### src/shared/io_decode_pkg.sv
// Shared constants and the fixed-range lookup for the legacy I/O address decoder
package io_decode_pkg;

  typedef enum logic [4:0] {
    T_NONE  = 5'h00, T_PCI   = 5'h01, T_DMA   = 5'h02, T_INTC = 5'h03,
    T_TIMER = 5'h04, T_RTC   = 5'h05, T_RESET = 5'h06, T_NMI  = 5'h07,
    T_FPU   = 5'h08, T_PM    = 5'h09, T_LPC   = 5'h0a, T_SATA = 5'h0b,
    T_IDE   = 5'h0c, T_USB   = 5'h0d, T_SMBUS = 5'h0e, T_WDOG = 5'h0f,
    T_GPIO  = 5'h10, T_LAN   = 5'h11, T_TRAP  = 5'h12, T_RSVD = 5'h13
  } tgt_e;

  localparam int unsigned ADDR_W = 16;
  localparam int unsigned N_VAR  = 13;
  // Variable window index: 0 PM, 1 IDE bus master, 2 IDE command, 3 IDE control,
  // 4..9 USB units, 10 SMBus, 11 GPIO, 12 LAN. Entry holds log2 of window size.
  localparam int unsigned VAR_LOG2 [N_VAR] = '{6, 4, 3, 2, 5, 5, 5, 5, 5, 5, 5, 6, 5};
  localparam int unsigned V_PM = 0;
  localparam int unsigned V_USB0 = 4;
  localparam int unsigned V_SMB = 10;
  localparam int unsigned V_GPIO = 11;
  localparam int unsigned V_LAN = 12;
  localparam logic [15:0] WDOG_OFFSET = 16'h0060;
  localparam int unsigned WDOG_LOG2 = 5;
  localparam int unsigned LEG_LOG2 = 3;
  localparam int unsigned N_GEN = 4;
  localparam int unsigned N_TRAP = 4;
  localparam logic [15:0] POST_ADDR = 16'h0080;
  localparam logic [15:0] F0_ADDR   = 16'h00f0;
  localparam logic [15:0] SATA_SEC_CMD = 16'h0170;
  localparam logic [15:0] SATA_PRI_CMD = 16'h01f0;
  localparam logic [15:0] SATA_SEC_CTL = 16'h0376;
  localparam logic [15:0] SATA_PRI_CTL = 16'h03f6;

  function automatic logic in_rng(input logic [7:0] b, input logic [7:0] lo, input logic [7:0] hi);
    in_rng = (b >= lo) && (b <= hi);
  endfunction : in_rng

  // Fixed legacy map; T_RSVD marks a direction that is not decoded there
  function automatic tgt_e fixed_target(input logic [15:0] a, input logic wr);
    tgt_e       t;
    logic [7:0] b;
    t = T_NONE;
    b = a[7:0];
    if (a[15:8] == 8'h00) begin
      if (in_rng(b, 8'h00, 8'h08) || b == 8'h0f || in_rng(b, 8'h10, 8'h18) || b == 8'h1f ||
          (in_rng(b, 8'h81, 8'h9f) && b != 8'h92) || in_rng(b, 8'h80, 8'h80) ||
          in_rng(b, 8'hc0, 8'hd1) || in_rng(b, 8'hde, 8'hdf))
        t = T_DMA;
      else if (in_rng(b, 8'h09, 8'h0e) || in_rng(b, 8'h19, 8'h1e) || in_rng(b, 8'hd2, 8'hdd))
        t = wr ? T_DMA : T_RSVD;
      else if ((in_rng(b, 8'h20, 8'h3d) || (in_rng(b, 8'ha0, 8'hbd) && b[7:1] != 7'h59)) && !b[1])
        t = T_INTC;
      else if (b == 8'h2e || b == 8'h2f || b == 8'h4e || b == 8'h4f ||
               b == 8'h60 || b == 8'h62 || b == 8'h64 || b == 8'h66)
        t = T_LPC;
      else if (in_rng(b, 8'h40, 8'h42) || in_rng(b, 8'h50, 8'h52))
        t = T_TIMER;
      else if (b == 8'h43 || b == 8'h53)
        t = wr ? T_TIMER : T_RSVD;
      else if (b == 8'h61)
        t = T_NMI;
      else if (b == 8'h70)
        t = wr ? T_RTC : T_RSVD;
      else if (in_rng(b, 8'h71, 8'h77))
        t = T_RTC;
      else if (b == 8'h92)
        t = T_RESET;
      else if (b == 8'hb2 || b == 8'hb3)
        t = T_PM;
      else if (b == F0_ADDR[7:0])
        t = wr ? T_FPU : T_RSVD;
    end else if (a[15:1] == 15'h0268) begin
      t = T_INTC;
    end else if (a == 16'h0cf9) begin
      t = T_RESET;
    end
    fixed_target = t;
  endfunction : fixed_target

endpackage : io_decode_pkg

### src/design/legacy_io_address_decoder.sv
// Legacy I/O-space cycle classifier and router with one registered result stage
`timescale 1ns/1ps

module legacy_io_address_decoder
  import io_decode_pkg::*;
#(
  parameter logic [15:0] PAR_BASES [3] = '{16'h0100, 16'h0108, 16'h0110},
  parameter logic [15:0] SER_BASES [8] = '{16'h0200, 16'h0208, 16'h0210, 16'h0218,
                                          16'h0220, 16'h0228, 16'h0230, 16'h0238},
  parameter logic [15:0] FDC_BASES [2] = '{16'h0300, 16'h0308}
) (
  input  wire logic                    CLK,
  input  wire logic                    RST,
  input  wire logic                    REQ_VALID,
  input  wire logic                    REQ_WRITE,
  input  wire logic                    REQ_FROM_PCI,
  input  wire logic [ADDR_W-1:0]       REQ_ADDR,
  input  wire logic                    SUBTRACTIVE_POLICY,
  input  wire logic                    SATA_PRI_CLAIM,
  input  wire logic                    SATA_SEC_CLAIM,
  input  wire logic                    POST_TO_LPC,
  input  wire logic                    POST_READ_DMA,
  input  wire logic [N_VAR*16-1:0]     VAR_BASE,
  input  wire logic [N_VAR-1:0]        VAR_EN,
  input  wire logic                    WDOG_EN,
  input  wire logic [3:0]              LEG_EN,
  input  wire logic [1:0]              PAR_SEL,
  input  wire logic [2:0]              SER1_SEL,
  input  wire logic [2:0]              SER2_SEL,
  input  wire logic                    FDC_SEL,
  input  wire logic [N_GEN*16-1:0]     GEN_BASE,
  input  wire logic [N_GEN*6-1:0]      GEN_MASK,
  input  wire logic [N_GEN-1:0]        GEN_EN,
  input  wire logic [N_TRAP*16-1:0]    TRAP_BASE,
  input  wire logic [N_TRAP*8-1:0]     TRAP_MASK,
  input  wire logic [N_TRAP-1:0]       TRAP_EN,
  output logic                         DEC_VALID,
  output tgt_e                         DEC_TARGET,
  output logic [2:0]                   DEC_INDEX,
  output logic                         DEC_POSITIVE,
  output logic                         DEC_MEDIUM,
  output logic                         DEC_ALSO_NMI,
  output logic                         DEC_ALSO_INTC,
  output logic                         DEC_ALSO_LPC,
  output logic                         DEC_ALSO_PCI,
  output logic                         DEC_WRITE,
  output logic [ADDR_W-1:0]            DEC_ADDR
);

  // Aligned window match: low bits under the mask are don't-care
  function automatic logic win_hit(input logic [15:0] a, input logic [15:0] base, input logic [15:0] mask);
    win_hit = ((a ^ base) & ~mask) == 16'h0000;
  endfunction : win_hit

  tgt_e             fixed_t;
  logic [N_VAR-1:0] var_hit;
  logic [3:0]       leg_hit;
  logic [N_GEN-1:0] gen_hit;
  logic [N_TRAP-1:0] trap_hit;
  logic             wdog_hit;
  logic             var_any;
  logic [15:0]      wdog_base;
  logic [15:0]      leg_base [4];

  assign fixed_t   = fixed_target(REQ_ADDR, REQ_WRITE);
  assign wdog_base = VAR_BASE[V_PM*16 +: 16] + WDOG_OFFSET;
  assign leg_base[0] = (PAR_SEL == 2'd3) ? PAR_BASES[0] : PAR_BASES[PAR_SEL];
  assign leg_base[1] = SER_BASES[SER1_SEL];
  assign leg_base[2] = SER_BASES[SER2_SEL];
  assign leg_base[3] = FDC_BASES[FDC_SEL];

  // Disabled window or function matches nothing and falls through
  genvar gi;
  generate
    for (gi = 0; gi < N_VAR; gi++) begin : g_var
      localparam logic [15:0] MASK = 16'((32'd1 << VAR_LOG2[gi]) - 32'd1);
      assign var_hit[gi] = VAR_EN[gi] && win_hit(REQ_ADDR, VAR_BASE[gi*16 +: 16], MASK);
    end
    for (gi = 0; gi < 4; gi++) begin : g_leg
      assign leg_hit[gi] = LEG_EN[gi] && win_hit(REQ_ADDR, leg_base[gi], 16'h0007);
    end
    for (gi = 0; gi < N_GEN; gi++) begin : g_gen
      assign gen_hit[gi] = GEN_EN[gi] &&
                           win_hit(REQ_ADDR, GEN_BASE[gi*16 +: 16], {8'h00, GEN_MASK[gi*6 +: 6], 2'b11});
    end
    for (gi = 0; gi < N_TRAP; gi++) begin : g_trap
      assign trap_hit[gi] = TRAP_EN[gi] &&
                            win_hit(REQ_ADDR, TRAP_BASE[gi*16 +: 16], {8'h00, TRAP_MASK[gi*8 +: 8]});
    end
  endgenerate

  // Watchdog has no base of its own and dies with the PM window
  assign wdog_hit = VAR_EN[V_PM] && WDOG_EN && win_hit(REQ_ADDR, wdog_base, 16'h001f);
  assign var_any  = (|var_hit) || wdog_hit || (|leg_hit) || (|gen_hit) || (|trap_hit);

  function automatic logic [2:0] first_idx(input logic [5:0] v);
    first_idx = 3'd0;
    for (int i = 5; i >= 0; i--) begin
      if (v[i])
        first_idx = 3'(i);
    end
  endfunction : first_idx

  tgt_e       tgt_d;
  logic [2:0] idx_d;
  logic       nmi_d;
  logic       intc_d;
  logic       lpc_d;
  logic       pci_d;
  logic       fixed_pos;
  logic       sata_port;
  logic       sata_claim;

  always_comb begin
    tgt_d      = T_NONE;
    idx_d      = 3'd0;
    nmi_d      = 1'b0;
    intc_d     = 1'b0;
    lpc_d      = 1'b0;
    pci_d      = 1'b0;
    fixed_pos  = 1'b0;
    sata_port  = REQ_ADDR[15:3] == SATA_SEC_CMD[15:3] || REQ_ADDR[15:3] == SATA_PRI_CMD[15:3] ||
                 REQ_ADDR == SATA_SEC_CTL || REQ_ADDR == SATA_PRI_CTL;
    sata_claim = (REQ_ADDR[15:3] == SATA_SEC_CMD[15:3] || REQ_ADDR == SATA_SEC_CTL) ? SATA_SEC_CLAIM
                                                                                     : SATA_PRI_CLAIM;
    if (fixed_t != T_NONE && fixed_t != T_RSVD) begin
      tgt_d     = fixed_t;
      fixed_pos = 1'b1;
      if (fixed_t == T_RTC && REQ_WRITE && REQ_ADDR[0] == 1'b0)
        nmi_d = 1'b1;
      if (fixed_t == T_FPU)
        intc_d = 1'b1;
      // PCI masters keep 80h reads on DMA so their fixed hit stays positive
      if (REQ_ADDR == POST_ADDR && !REQ_WRITE && !POST_READ_DMA && !REQ_FROM_PCI) begin
        tgt_d     = POST_TO_LPC ? T_LPC : T_PCI;
        fixed_pos = POST_TO_LPC;
      end
      if (REQ_WRITE && REQ_ADDR[15:4] == POST_ADDR[15:4] &&
          (REQ_ADDR[3:0] == 4'h0 || REQ_ADDR[3:0] == 4'h8 || REQ_ADDR[1:0] != 2'b11) &&
          REQ_ADDR[3:0] != 4'h1 && REQ_ADDR[3:0] != 4'h2 && REQ_ADDR[3:0] != 4'h9 && REQ_ADDR[3:0] != 4'ha) begin
        lpc_d = POST_TO_LPC;
        pci_d = !POST_TO_LPC;
      end
    end else if (sata_port && fixed_t == T_NONE && sata_claim) begin
      tgt_d     = T_SATA;
      fixed_pos = 1'b1;
    end else if (|trap_hit) begin
      tgt_d = T_TRAP;
      idx_d = first_idx({2'b00, trap_hit});
    end else if (var_hit[V_PM]) begin
      tgt_d = T_PM;
    end else if (wdog_hit) begin
      tgt_d = T_WDOG;
    end else if (|var_hit[3:1]) begin
      tgt_d = T_IDE;
      idx_d = first_idx({3'b000, var_hit[3:1]});
    end else if (|var_hit[9:4]) begin
      tgt_d = T_USB;
      idx_d = first_idx(var_hit[9:4]);
    end else if (var_hit[V_SMB]) begin
      tgt_d = T_SMBUS;
    end else if (var_hit[V_GPIO]) begin
      tgt_d = T_GPIO;
    end else if (var_hit[V_LAN]) begin
      tgt_d = T_LAN;
    end else if ((|leg_hit) || (|gen_hit)) begin
      tgt_d = T_LPC;
      idx_d = (|leg_hit) ? first_idx({2'b00, leg_hit}) : 3'(4 + first_idx({2'b00, gen_hit}));
    end else if (!REQ_FROM_PCI && !SUBTRACTIVE_POLICY) begin
      tgt_d = T_PCI;
    end
  end

  // One registered stage: result appears on the edge after the request
  always_ff @(posedge CLK) begin
    if (RST) begin
      DEC_VALID <= 1'b0;
    end else begin
      DEC_VALID <= REQ_VALID;
    end
  end

  always_ff @(posedge CLK) begin
    if (RST) begin
      DEC_TARGET    <= T_NONE;
      DEC_INDEX     <= 3'd0;
      DEC_POSITIVE  <= 1'b0;
      DEC_MEDIUM    <= 1'b0;
      DEC_ALSO_NMI  <= 1'b0;
      DEC_ALSO_INTC <= 1'b0;
      DEC_ALSO_LPC  <= 1'b0;
      DEC_ALSO_PCI  <= 1'b0;
      DEC_WRITE     <= 1'b0;
      DEC_ADDR      <= 16'h0000;
    end else if (REQ_VALID) begin
      DEC_TARGET    <= tgt_d;
      DEC_INDEX     <= idx_d;
      DEC_POSITIVE  <= tgt_d != T_PCI && tgt_d != T_NONE;
      DEC_MEDIUM    <= REQ_FROM_PCI && fixed_pos;
      DEC_ALSO_NMI  <= nmi_d;
      DEC_ALSO_INTC <= intc_d;
      DEC_ALSO_LPC  <= lpc_d;
      DEC_ALSO_PCI  <= pci_d;
      DEC_WRITE     <= REQ_WRITE;
      DEC_ADDR      <= REQ_ADDR;
    end
  end

  property p_rsvd_to_pci;
    @(posedge CLK) disable iff (RST)
      REQ_VALID && !REQ_FROM_PCI && !SUBTRACTIVE_POLICY && fixed_t == T_RSVD && !var_any
      |=> DEC_VALID && DEC_TARGET == T_PCI && !DEC_POSITIVE;
  endproperty
  a_rsvd_to_pci: assert property (p_rsvd_to_pci) else $error("reserved link cycle not sent to PCI");

  property p_pci_medium;
    @(posedge CLK) disable iff (RST)
      REQ_VALID && REQ_FROM_PCI && fixed_t inside {T_DMA, T_INTC, T_TIMER, T_RTC, T_RESET, T_NMI}
      |=> DEC_MEDIUM && DEC_POSITIVE;
  endproperty
  a_pci_medium: assert property (p_pci_medium) else $error("PCI master fixed hit not claimed medium");

  property p_dma_wo_read;
    @(posedge CLK) disable iff (RST)
      REQ_VALID && !REQ_WRITE && !var_any &&
      REQ_ADDR inside {[16'h0009:16'h000e], [16'h0019:16'h001e], [16'h00d2:16'h00dd]}
      |=> DEC_TARGET != T_DMA && !DEC_POSITIVE;
  endproperty
  a_dma_wo_read: assert property (p_dma_wo_read) else $error("read of write-only DMA port claimed");

  property p_rtc_nmi;
    @(posedge CLK) disable iff (RST)
      REQ_VALID && REQ_WRITE && REQ_ADDR[15:3] == 13'h000e && !REQ_ADDR[0]
      |=> DEC_TARGET == T_RTC && DEC_ALSO_NMI && $past(REQ_ADDR) == DEC_ADDR;
  endproperty
  a_rtc_nmi: assert property (p_rtc_nmi) else $error("RTC even write missed NMI copy");

  property p_post_write;
    @(posedge CLK) disable iff (RST)
      REQ_VALID && REQ_WRITE && REQ_ADDR == POST_ADDR
      |=> DEC_TARGET == T_DMA && (DEC_ALSO_LPC != DEC_ALSO_PCI) && DEC_ALSO_LPC == $past(POST_TO_LPC);
  endproperty
  a_post_write: assert property (p_post_write) else $error("POST write not copied out");

  property p_f0_write;
    @(posedge CLK) disable iff (RST)
      REQ_VALID && REQ_WRITE && REQ_ADDR == F0_ADDR |=> DEC_TARGET == T_FPU && DEC_ALSO_INTC;
  endproperty
  a_f0_write: assert property (p_f0_write) else $error("F0 write misrouted");

  property p_sata_unclaimed;
    @(posedge CLK) disable iff (RST)
      REQ_VALID && !REQ_FROM_PCI && !SUBTRACTIVE_POLICY && REQ_ADDR[15:3] == SATA_PRI_CMD[15:3] &&
      !SATA_PRI_CLAIM && !var_any
      |=> DEC_TARGET == T_PCI;
  endproperty
  a_sata_unclaimed: assert property (p_sata_unclaimed) else $error("unclaimed disk port not sent to PCI");

  property p_wdog_off;
    @(posedge CLK) disable iff (RST)
      REQ_VALID && !VAR_EN[V_PM] && fixed_t == T_NONE |=> DEC_TARGET != T_WDOG && DEC_TARGET != T_PM;
  endproperty
  a_wdog_off: assert property (p_wdog_off) else $error("disabled PM window still decoded");

  property p_sata_claimed;
    @(posedge CLK) disable iff (RST)
      REQ_VALID && (REQ_ADDR == SATA_PRI_CTL || REQ_ADDR[15:3] == SATA_PRI_CMD[15:3]) && SATA_PRI_CLAIM
      |=> DEC_TARGET == T_SATA && DEC_POSITIVE && DEC_MEDIUM == $past(REQ_FROM_PCI);
  endproperty
  a_sata_claimed: assert property (p_sata_claimed) else $error("claimed disk port not sent to SATA");

  property p_pm_window;
    @(posedge CLK) disable iff (RST)
      REQ_VALID && VAR_EN[V_PM] && fixed_t == T_NONE && !sata_port && trap_hit == '0 &&
      REQ_ADDR[15:6] == VAR_BASE[V_PM*16+6 +: 10]
      |=> DEC_TARGET == T_PM && DEC_POSITIVE && DEC_INDEX == 3'd0;
  endproperty
  a_pm_window: assert property (p_pm_window) else $error("enabled PM window not decoded");

  property p_pci_unclaimed;
    @(posedge CLK) disable iff (RST)
      REQ_VALID && REQ_FROM_PCI && fixed_t == T_NONE && !sata_port && !var_any
      |=> DEC_VALID && DEC_TARGET == T_NONE && !DEC_POSITIVE && !DEC_MEDIUM;
  endproperty
  a_pci_unclaimed: assert property (p_pci_unclaimed) else $error("unlisted PCI master cycle claimed");

endmodule : legacy_io_address_decoder

### config.mk
export PLATFORM = sky130hd
export DESIGN_NAME = legacy_io_address_decoder
export DESIGN_NICKNAME = d
export VERILOG_FILES = /design/src/shared/io_decode_pkg.sv /design/src/design/legacy_io_address_decoder.sv
export SDC_FILE = /design/constraint.sdc
export NUM_CORES = 1
export LEC_CHECK = 0
export BUFFER_PORTS_ARGS = -buffer_cell sky130_fd_sc_hd__buf_4
export CORE_AREA = 2 2 186 188
export DETAILED_ROUTE_END_ITERATION = 6
export DIE_AREA = 0 0 188 190
export PLACE_DENSITY = 0.51
export SYNTH_ARGS = -nofsm -noshare
export SYNTH_HDL_FRONTEND = slang
export SYNTH_SLANG_ARGS = --single-unit
### constraint.sdc
create_clock -name CLK -period 3 [get_ports CLK]
set_input_delay 0.3 -clock CLK [delete_from_list [all_inputs] [get_ports CLK]]
set_output_delay 0.3 -clock CLK [all_outputs]
set_load 0.02 [all_outputs]
* Word-level counts from Yosys, hierarchy flattened
Memories as Yosys holds them, arrays and structs flattened. Cells that the tools add are included.
Storage, ports and cells: input port bits 453, ROM bits 256, bits in registers 32, memories 2
Cells by class: bitwise logic cells 47, muxes and demuxes 100, reductions and logical operators 130, $lt $le $gt $ge 32, equal/unequal tests 39, add/sub/neg operators 2
Memories:
- (no name shown) | words 8, width 16, rd ports 1, clocked after Yosys merged registers in 0, wr ports 0, line legacy_io_address_decoder.sv:69 | assign leg_base[2] = SER_BASES[SER2_SEL];
- (no name shown) | words 8, width 16, rd ports 1, clocked after Yosys merged registers in 0, wr ports 0, line legacy_io_address_decoder.sv:68 | assign leg_base[1] = SER_BASES[SER1_SEL];
Operators with widths (count):
- zero test 16 bit | 26
- bitwise XOR 16 bit | 26
- two-way mux 16 bit | 9
- two-way mux 5 bit | 28
- AND 16 bit | 8
- NOT 8 -> 16 bit | 8
- two-way mux 3 bit | 42
- equality test 8 x 7 -> 1 bit, second input constant | 10
- logical AND 1 bit | 61
- >= comparator 8 bit, second input constant | 6
- <= comparator 8 bit, second input constant | 6
- binary-select mux 16 bit (select 2 bit) | 1
- equality test 16 x 10 -> 1 bit, second input constant | 2
- equality test 8 bit, second input constant | 4
- logical OR 1 bit | 27
- equality test 13 x 6 -> 1 bit, second input constant | 2
- >= comparator 8 x 7 -> 1 bit, second input constant | 3
- <= comparator 8 x 7 -> 1 bit, second input constant | 3
- adder 16 x 7 -> 16 bit, second input constant | 1
- equality test 16 x 12 -> 1 bit, second input constant | 1
- equality test 16 x 8 -> 1 bit, second input constant | 1
- equality test 8 x 6 -> 1 bit, second input constant | 2
- >= comparator 8 x 5 -> 1 bit, second input constant | 2
- <= comparator 8 x 4 -> 1 bit, second input constant | 2
- 40 further kinds | 69

* Depth between registers and ports, before layout
depth after elaboration 34, mapped depth 12, mapped depth without buffers 10

* Least setup slack after synthesis
OpenSTA, ideal clock, no wires.
path kind input port to flip-flop, start input REQ_ADDR[6], end register DEC_INDEX[0], path buffers 1, required time 2.883 ns, arrival time 2.610 ns, stages on the path 8, setup slack 0.273 ns, cells stage by stage buf_4 -> or3b_1 -> or4_1 -> a311oi_2 -> nor3_1 -> or3_4 -> and3_1 -> a32o_1
Between the ends: word-level cells in the longest chain between the ends 32, elaborated cells between the ends (all ways) 253, those cells by class add/sub (1); order compare (28); eq/ne (27); mux (59); bitwise (34); reduce/logical (104)
RTL lines:
- from (decl) | line legacy_io_address_decoder.sv:17 | input wire logic [ADDR_W-1:0] REQ_ADDR,
- bitwise XOR 16 bit | line legacy_io_address_decoder.sv:52 | win_hit = ((a ^ base) & ~mask) == 16'h0000;
- AND 16 bit | line legacy_io_address_decoder.sv:52
- zero test 16 bit | line legacy_io_address_decoder.sv:52
- logical AND 1 bit | line legacy_io_address_decoder.sv:83 | assign gen_hit[gi] = GEN_EN[gi] &&
- two-way mux 2 bit | line legacy_io_address_decoder.sv:99 | if (v[i])
- two-way mux 3 bit (3 in a row) | line legacy_io_address_decoder.sv:99
- two-way mux 3 bit | line legacy_io_address_decoder.sv:166 | end else if ((|leg_hit) || (|gen_hit)) begin
- two-way mux 3 bit | line legacy_io_address_decoder.sv:164 | end else if (var_hit[V_LAN]) begin
- [14 not listed]
- two-way mux 3 bit | line legacy_io_address_decoder.sv:160 | end else if (var_hit[V_SMB]) begin
- two-way mux 3 bit | line legacy_io_address_decoder.sv:157 | end else if (|var_hit[9:4]) begin
- two-way mux 3 bit | line legacy_io_address_decoder.sv:154 | end else if (|var_hit[3:1]) begin
- two-way mux 3 bit | line legacy_io_address_decoder.sv:152 | end else if (wdog_hit) begin
- two-way mux 3 bit | line legacy_io_address_decoder.sv:150 | end else if (var_hit[V_PM]) begin
- two-way mux 3 bit | line legacy_io_address_decoder.sv:147 | end else if (|trap_hit) begin
- two-way mux 3 bit | line legacy_io_address_decoder.sv:144 | end else if (sata_port && fixed_t == T_NONE && sata_claim) begin
- two-way mux 3 bit (*) | line legacy_io_address_decoder.sv:126 | if (fixed_t != T_NONE && fixed_t != T_RSVD) begin
- to (signal assigned) | line legacy_io_address_decoder.sv:197 | DEC_INDEX <= idx_d;
- to (decl) | line legacy_io_address_decoder.sv:39 | output logic [2:0] DEC_INDEX,
Mark *: on every way between the ends. The rest lies on a longest branch, timed or not. The select of a mux whose other input is x is not followed. A chain may end at the register's enable or synchronous reset.

* Final worst setup path
start input REQ_ADDR[8], end register DEC_INDEX[0]
The elaborated chain is that of the path after synthesis.

==> results_dict.tcl <==
set metrics [dict create \
    drive_gt1_share_pct 40.4 \
    clkTransAtPathRegs_ns 0.05 \
    synth_edf_count 0 \
    crit_path_max_fanout 2 \
    power_mw 2.40 \
    place_ws_ns -0.261 \
    worst-r2r-cell-count 4 \
    drt-total-wl_um 36500 \
    nets 1744 \
    crit_cells 9 \
    cp_common_cell "nand4_1" \
    pwr-share-clk_pct 24.0 \
    numPortBuffers 416 \
    die_area_um2 35700 \
    hp-class "primary input to register" \
    post_cts_buffers 0 \
    grt_pass1_vias 8533 \
    clock-sinks 32 \
    wl_per_cell_um 20.9 \
    fin_crit_ns 2.84 \
    ios 485 \
    critPathBufInv 1 \
    cp.required_ns 3.21 \
    end_kind "register" \
    fin_crit_sh_pct 94.7 \
    overflow 0 \
    finalSetupViolCount 0 \
    dieHeight_um 190 \
    fillers 3658 \
    globalplace.congestion 0.872 \
    postSynthCellCount 848 \
    dp_hpwl_um 30700 \
    start_util_pct 19.2 \
    async_reset_ff_share_pct 0 \
    final_cell_mix "buf_4 (488), xnor2_1 (282), nand4_1 (63)" \
    root_buffer "clkbuf_16" \
    dr.pass1.iters 5 \
    slowest_delay_ns 0.70 \
    antenna_found_initial 0 \
    track_usage_pct 19.4 \
    worstMarginPinSlew_ns 0.662 \
    place_area_um2 10500 \
    timing.slew.headroom_pct 54.7 \
    rr_startpoint "DEC_TARGET[0]$_SDFFE_PP0P_" \
    drt_iter0_markers 384 \
    worst_clock_skew_ns 0 \
    final-max-slew-violation-count 0 \
    yosys_warnings 0 \
    setup_ws_ns 0.160 \
    pwr-share-seq_pct 18.8 \
    cap_viol_max_count 0 \
    p_int_mw 1.58 \
    synthXorXnorAreaFrac_pct 38.3 \
    cp-startpoint "REQ_ADDR[8]" \
    crit_path_start_kind "primary input" \
    synthSimpleGateAreaFrac_pct 27.0 \
    routed_via_density 4.76 \
    hold_violations 0 \
    rsz0062_at_grt "false" \
    max_clock_freq_mhz 352 \
    crit_arrival_ns 3.05 \
    cts_max_path_buffers 2 \
    fin_area_um2 10600 \
    rrSetupSlack_ns 2.24 \
    cp_top_family "simple AND/OR/NAND/NOR gates" \
    final_common_cell "buf_4" \
    cts_buffers 5 \
    crit_type "primary input to register" \
    post-route-drc-count 0 \
    die_w_um 188 \
    seq_area_frac_synth_pct 9.83 \
    powerDensity_nw_per_um2 225 \
    syn_area_per_cell_um2 7.68 \
    ant_nets 0 \
    worstPathCellList "buf_4 -> xnor2_1 -> nand4_1 -> or4b_2 -> or4_1 -> nand4_1 -> nor4_1 -> a31oi_1 -> a32o_1" \
    hold_buffers 0 \
    critPathSlowestCell "or4b_2" \
    p_sw_uw 823 \
    synthFlopType "dfxtp_1" \
    core_area_um2 33900 \
    vias 8322 \
    irDropWorstVdd_mv 0.186 \
    pwr-share-comb_pct 57.2 \
    syn_to_final_growth_pct 63.4 \
    grt_max_degree 29 \
    synth-compound-area-share_pct 15.0 \
    synthAdderAreaFrac_pct 0.346 \
    status "finished clean" \
    muxShareOfSynthArea_pct 2.77 \
    cp-endpoint "DEC_INDEX[0]$_SDFFE_PP0P_" \
    syn_nets 1302 \
    netSwitchingFraction_pct 34.3 \
    yosysUniqueCellTypes 77 \
    synth_seq_cells 32 \
    r2r_end "DEC_TARGET[0]$_SDFFE_PP0P_" \
    syn_area_um2 6510 \
    insertion_delay_ns 0.27 \
    synth_top_family_by_area "XOR/XNOR gates" \
    p_leak_nw 4.26 \
    cts_tree "built" \
    placementRows 68 \
    htreeDepth 2 \
    grt_pass1_wl_um 52200 \
]
## cell families (layout without fill, tap and decap cells)
group / after synthesis / count (layout)
compound gates: 135 / 135
flops: 32 / 32
xor+xnor: 285 / 285
mux: 18 / 18
other cells: 0 / 1
buf+inv: 71 / 514
simple gates: 305 / 305
fa+ha+maj: 2 / 2
## flip-flops by register name, indices dropped and copies added (netlist names)
signal         cells
DEC_ADDR          16
DEC_TARGET         5
DEC_INDEX          3
DEC_ALSO_INTC      1
DEC_ALSO_LPC       1
DEC_ALSO_NMI       1
DEC_ALSO_PCI       1
DEC_MEDIUM         1
DEC_POSITIVE       1
DEC_VALID          1
DEC_WRITE          1
## power groups by stage
| stage | Sequential [mW] | Clock [mW] | Combinational, mW |
|---|---|---|---|
| 3_3_place_gp | 0.461 | 0 | 1.36 |
| 6_report | 0.452 | 0.575 | 1.37 |
| 3_5_place_dp | 0.461 | 0 | 1.37 |
| 4_1_cts | 0.452 | 0.583 | 1.38 |
| 2_1_floorplan | 0.481 | 0 | 0.669 |
| 5_1_grt | 0.454 | 0.607 | 1.47 |
## how the worst min path moves through the flow
stage	startpoint	endpoint	cells after the start
final	POST_TO_LPC	DEC_ALSO_PCI$_SDFFE_PP0P_	2
after global routing	POST_TO_LPC	DEC_ALSO_PCI$_SDFFE_PP0P_	2
after CTS	POST_TO_LPC	DEC_ALSO_PCI$_SDFFE_PP0P_	2
after detailed placement	DEC_MEDIUM$_SDFFE_PP0P_	DEC_MEDIUM$_SDFFE_PP0P_	1
after global placement	DEC_ALSO_INTC$_SDFFE_PP0P_	DEC_ALSO_INTC$_SDFFE_PP0P_	2
after floorplan	POST_TO_LPC	DEC_ALSO_PCI$_SDFFE_PP0P_	1
## stage by stage
stage	TNS [ns]	instances	hold slack [ns]	util (%)
after global placement	-0.643	1738	0.452	30.8
after CTS	0	1746	0.266	31.3
final	0	1747	0.276	31.3
after floorplan	0	848	0.402	-
after global routing	0	1746	0.275	31.3
after detailed placement	-0.643	1738	0.455	30.8
## layout make-up
| type | count | area, um^2 | area share [%] |
|---|---|---|---|
| Inverter | 11 | 41.3 | 0.388 |
| Clock buffer | 6 | 129 | 1.21 |
| Tap cell | 455 | 569 | 5.35 |
| Sequential cell | 32 | 641 | 6.02 |
| Timing Repair Buffer | 495 | 3790 | 35.6 |
| Clock inverter | 2 | 35.0 | 0.329 |
| Multi-Input combinational cell | 745 | 5440 | 51.1 |
| Antenna cell | 1 | 2.50 | 0.0235 |
## cell usage after synthesis, drive strengths merged, types with 7 or more instances
library cell | count | area (um^2)
nor3 | 22 | 110
dfxtp | 32 | 641
o31ai | 9 | 67.6
buf | 50 | 363
a21oi | 13 | 65.1
o211ai | 14 | 105
or4b | 7 | 70.1
a31oi | 9 | 56.3
o22ai | 22 | 138
nand2 | 41 | 154
or3 | 16 | 110
nor2b | 7 | 43.8
clkbuf | 10 | 37.5
o21ai | 13 | 65.1
xnor2 | 282 | 2470
mux2i | 18 | 180
nand4 | 63 | 394
or4 | 9 | 67.6
inv | 11 | 41.3
nor4 | 24 | 180
nor2 | 54 | 203
nand3 | 26 | 135
## routing by layer
metal	wire length, um	up-vias	GRT usage, %
met5	0	-	0
met2	18500	402	36.0
met1	14500	3910	22.6
met3	2420	47	3.41
met4	1020	0	5.78
li1	-	3963	-
## timing repair
action,CTS,global route
setup endpoints to repair,0,4
endpoints found under the hold margin,0,0
gates resized for setup,0,3
(Power assumes the default switching activity.)
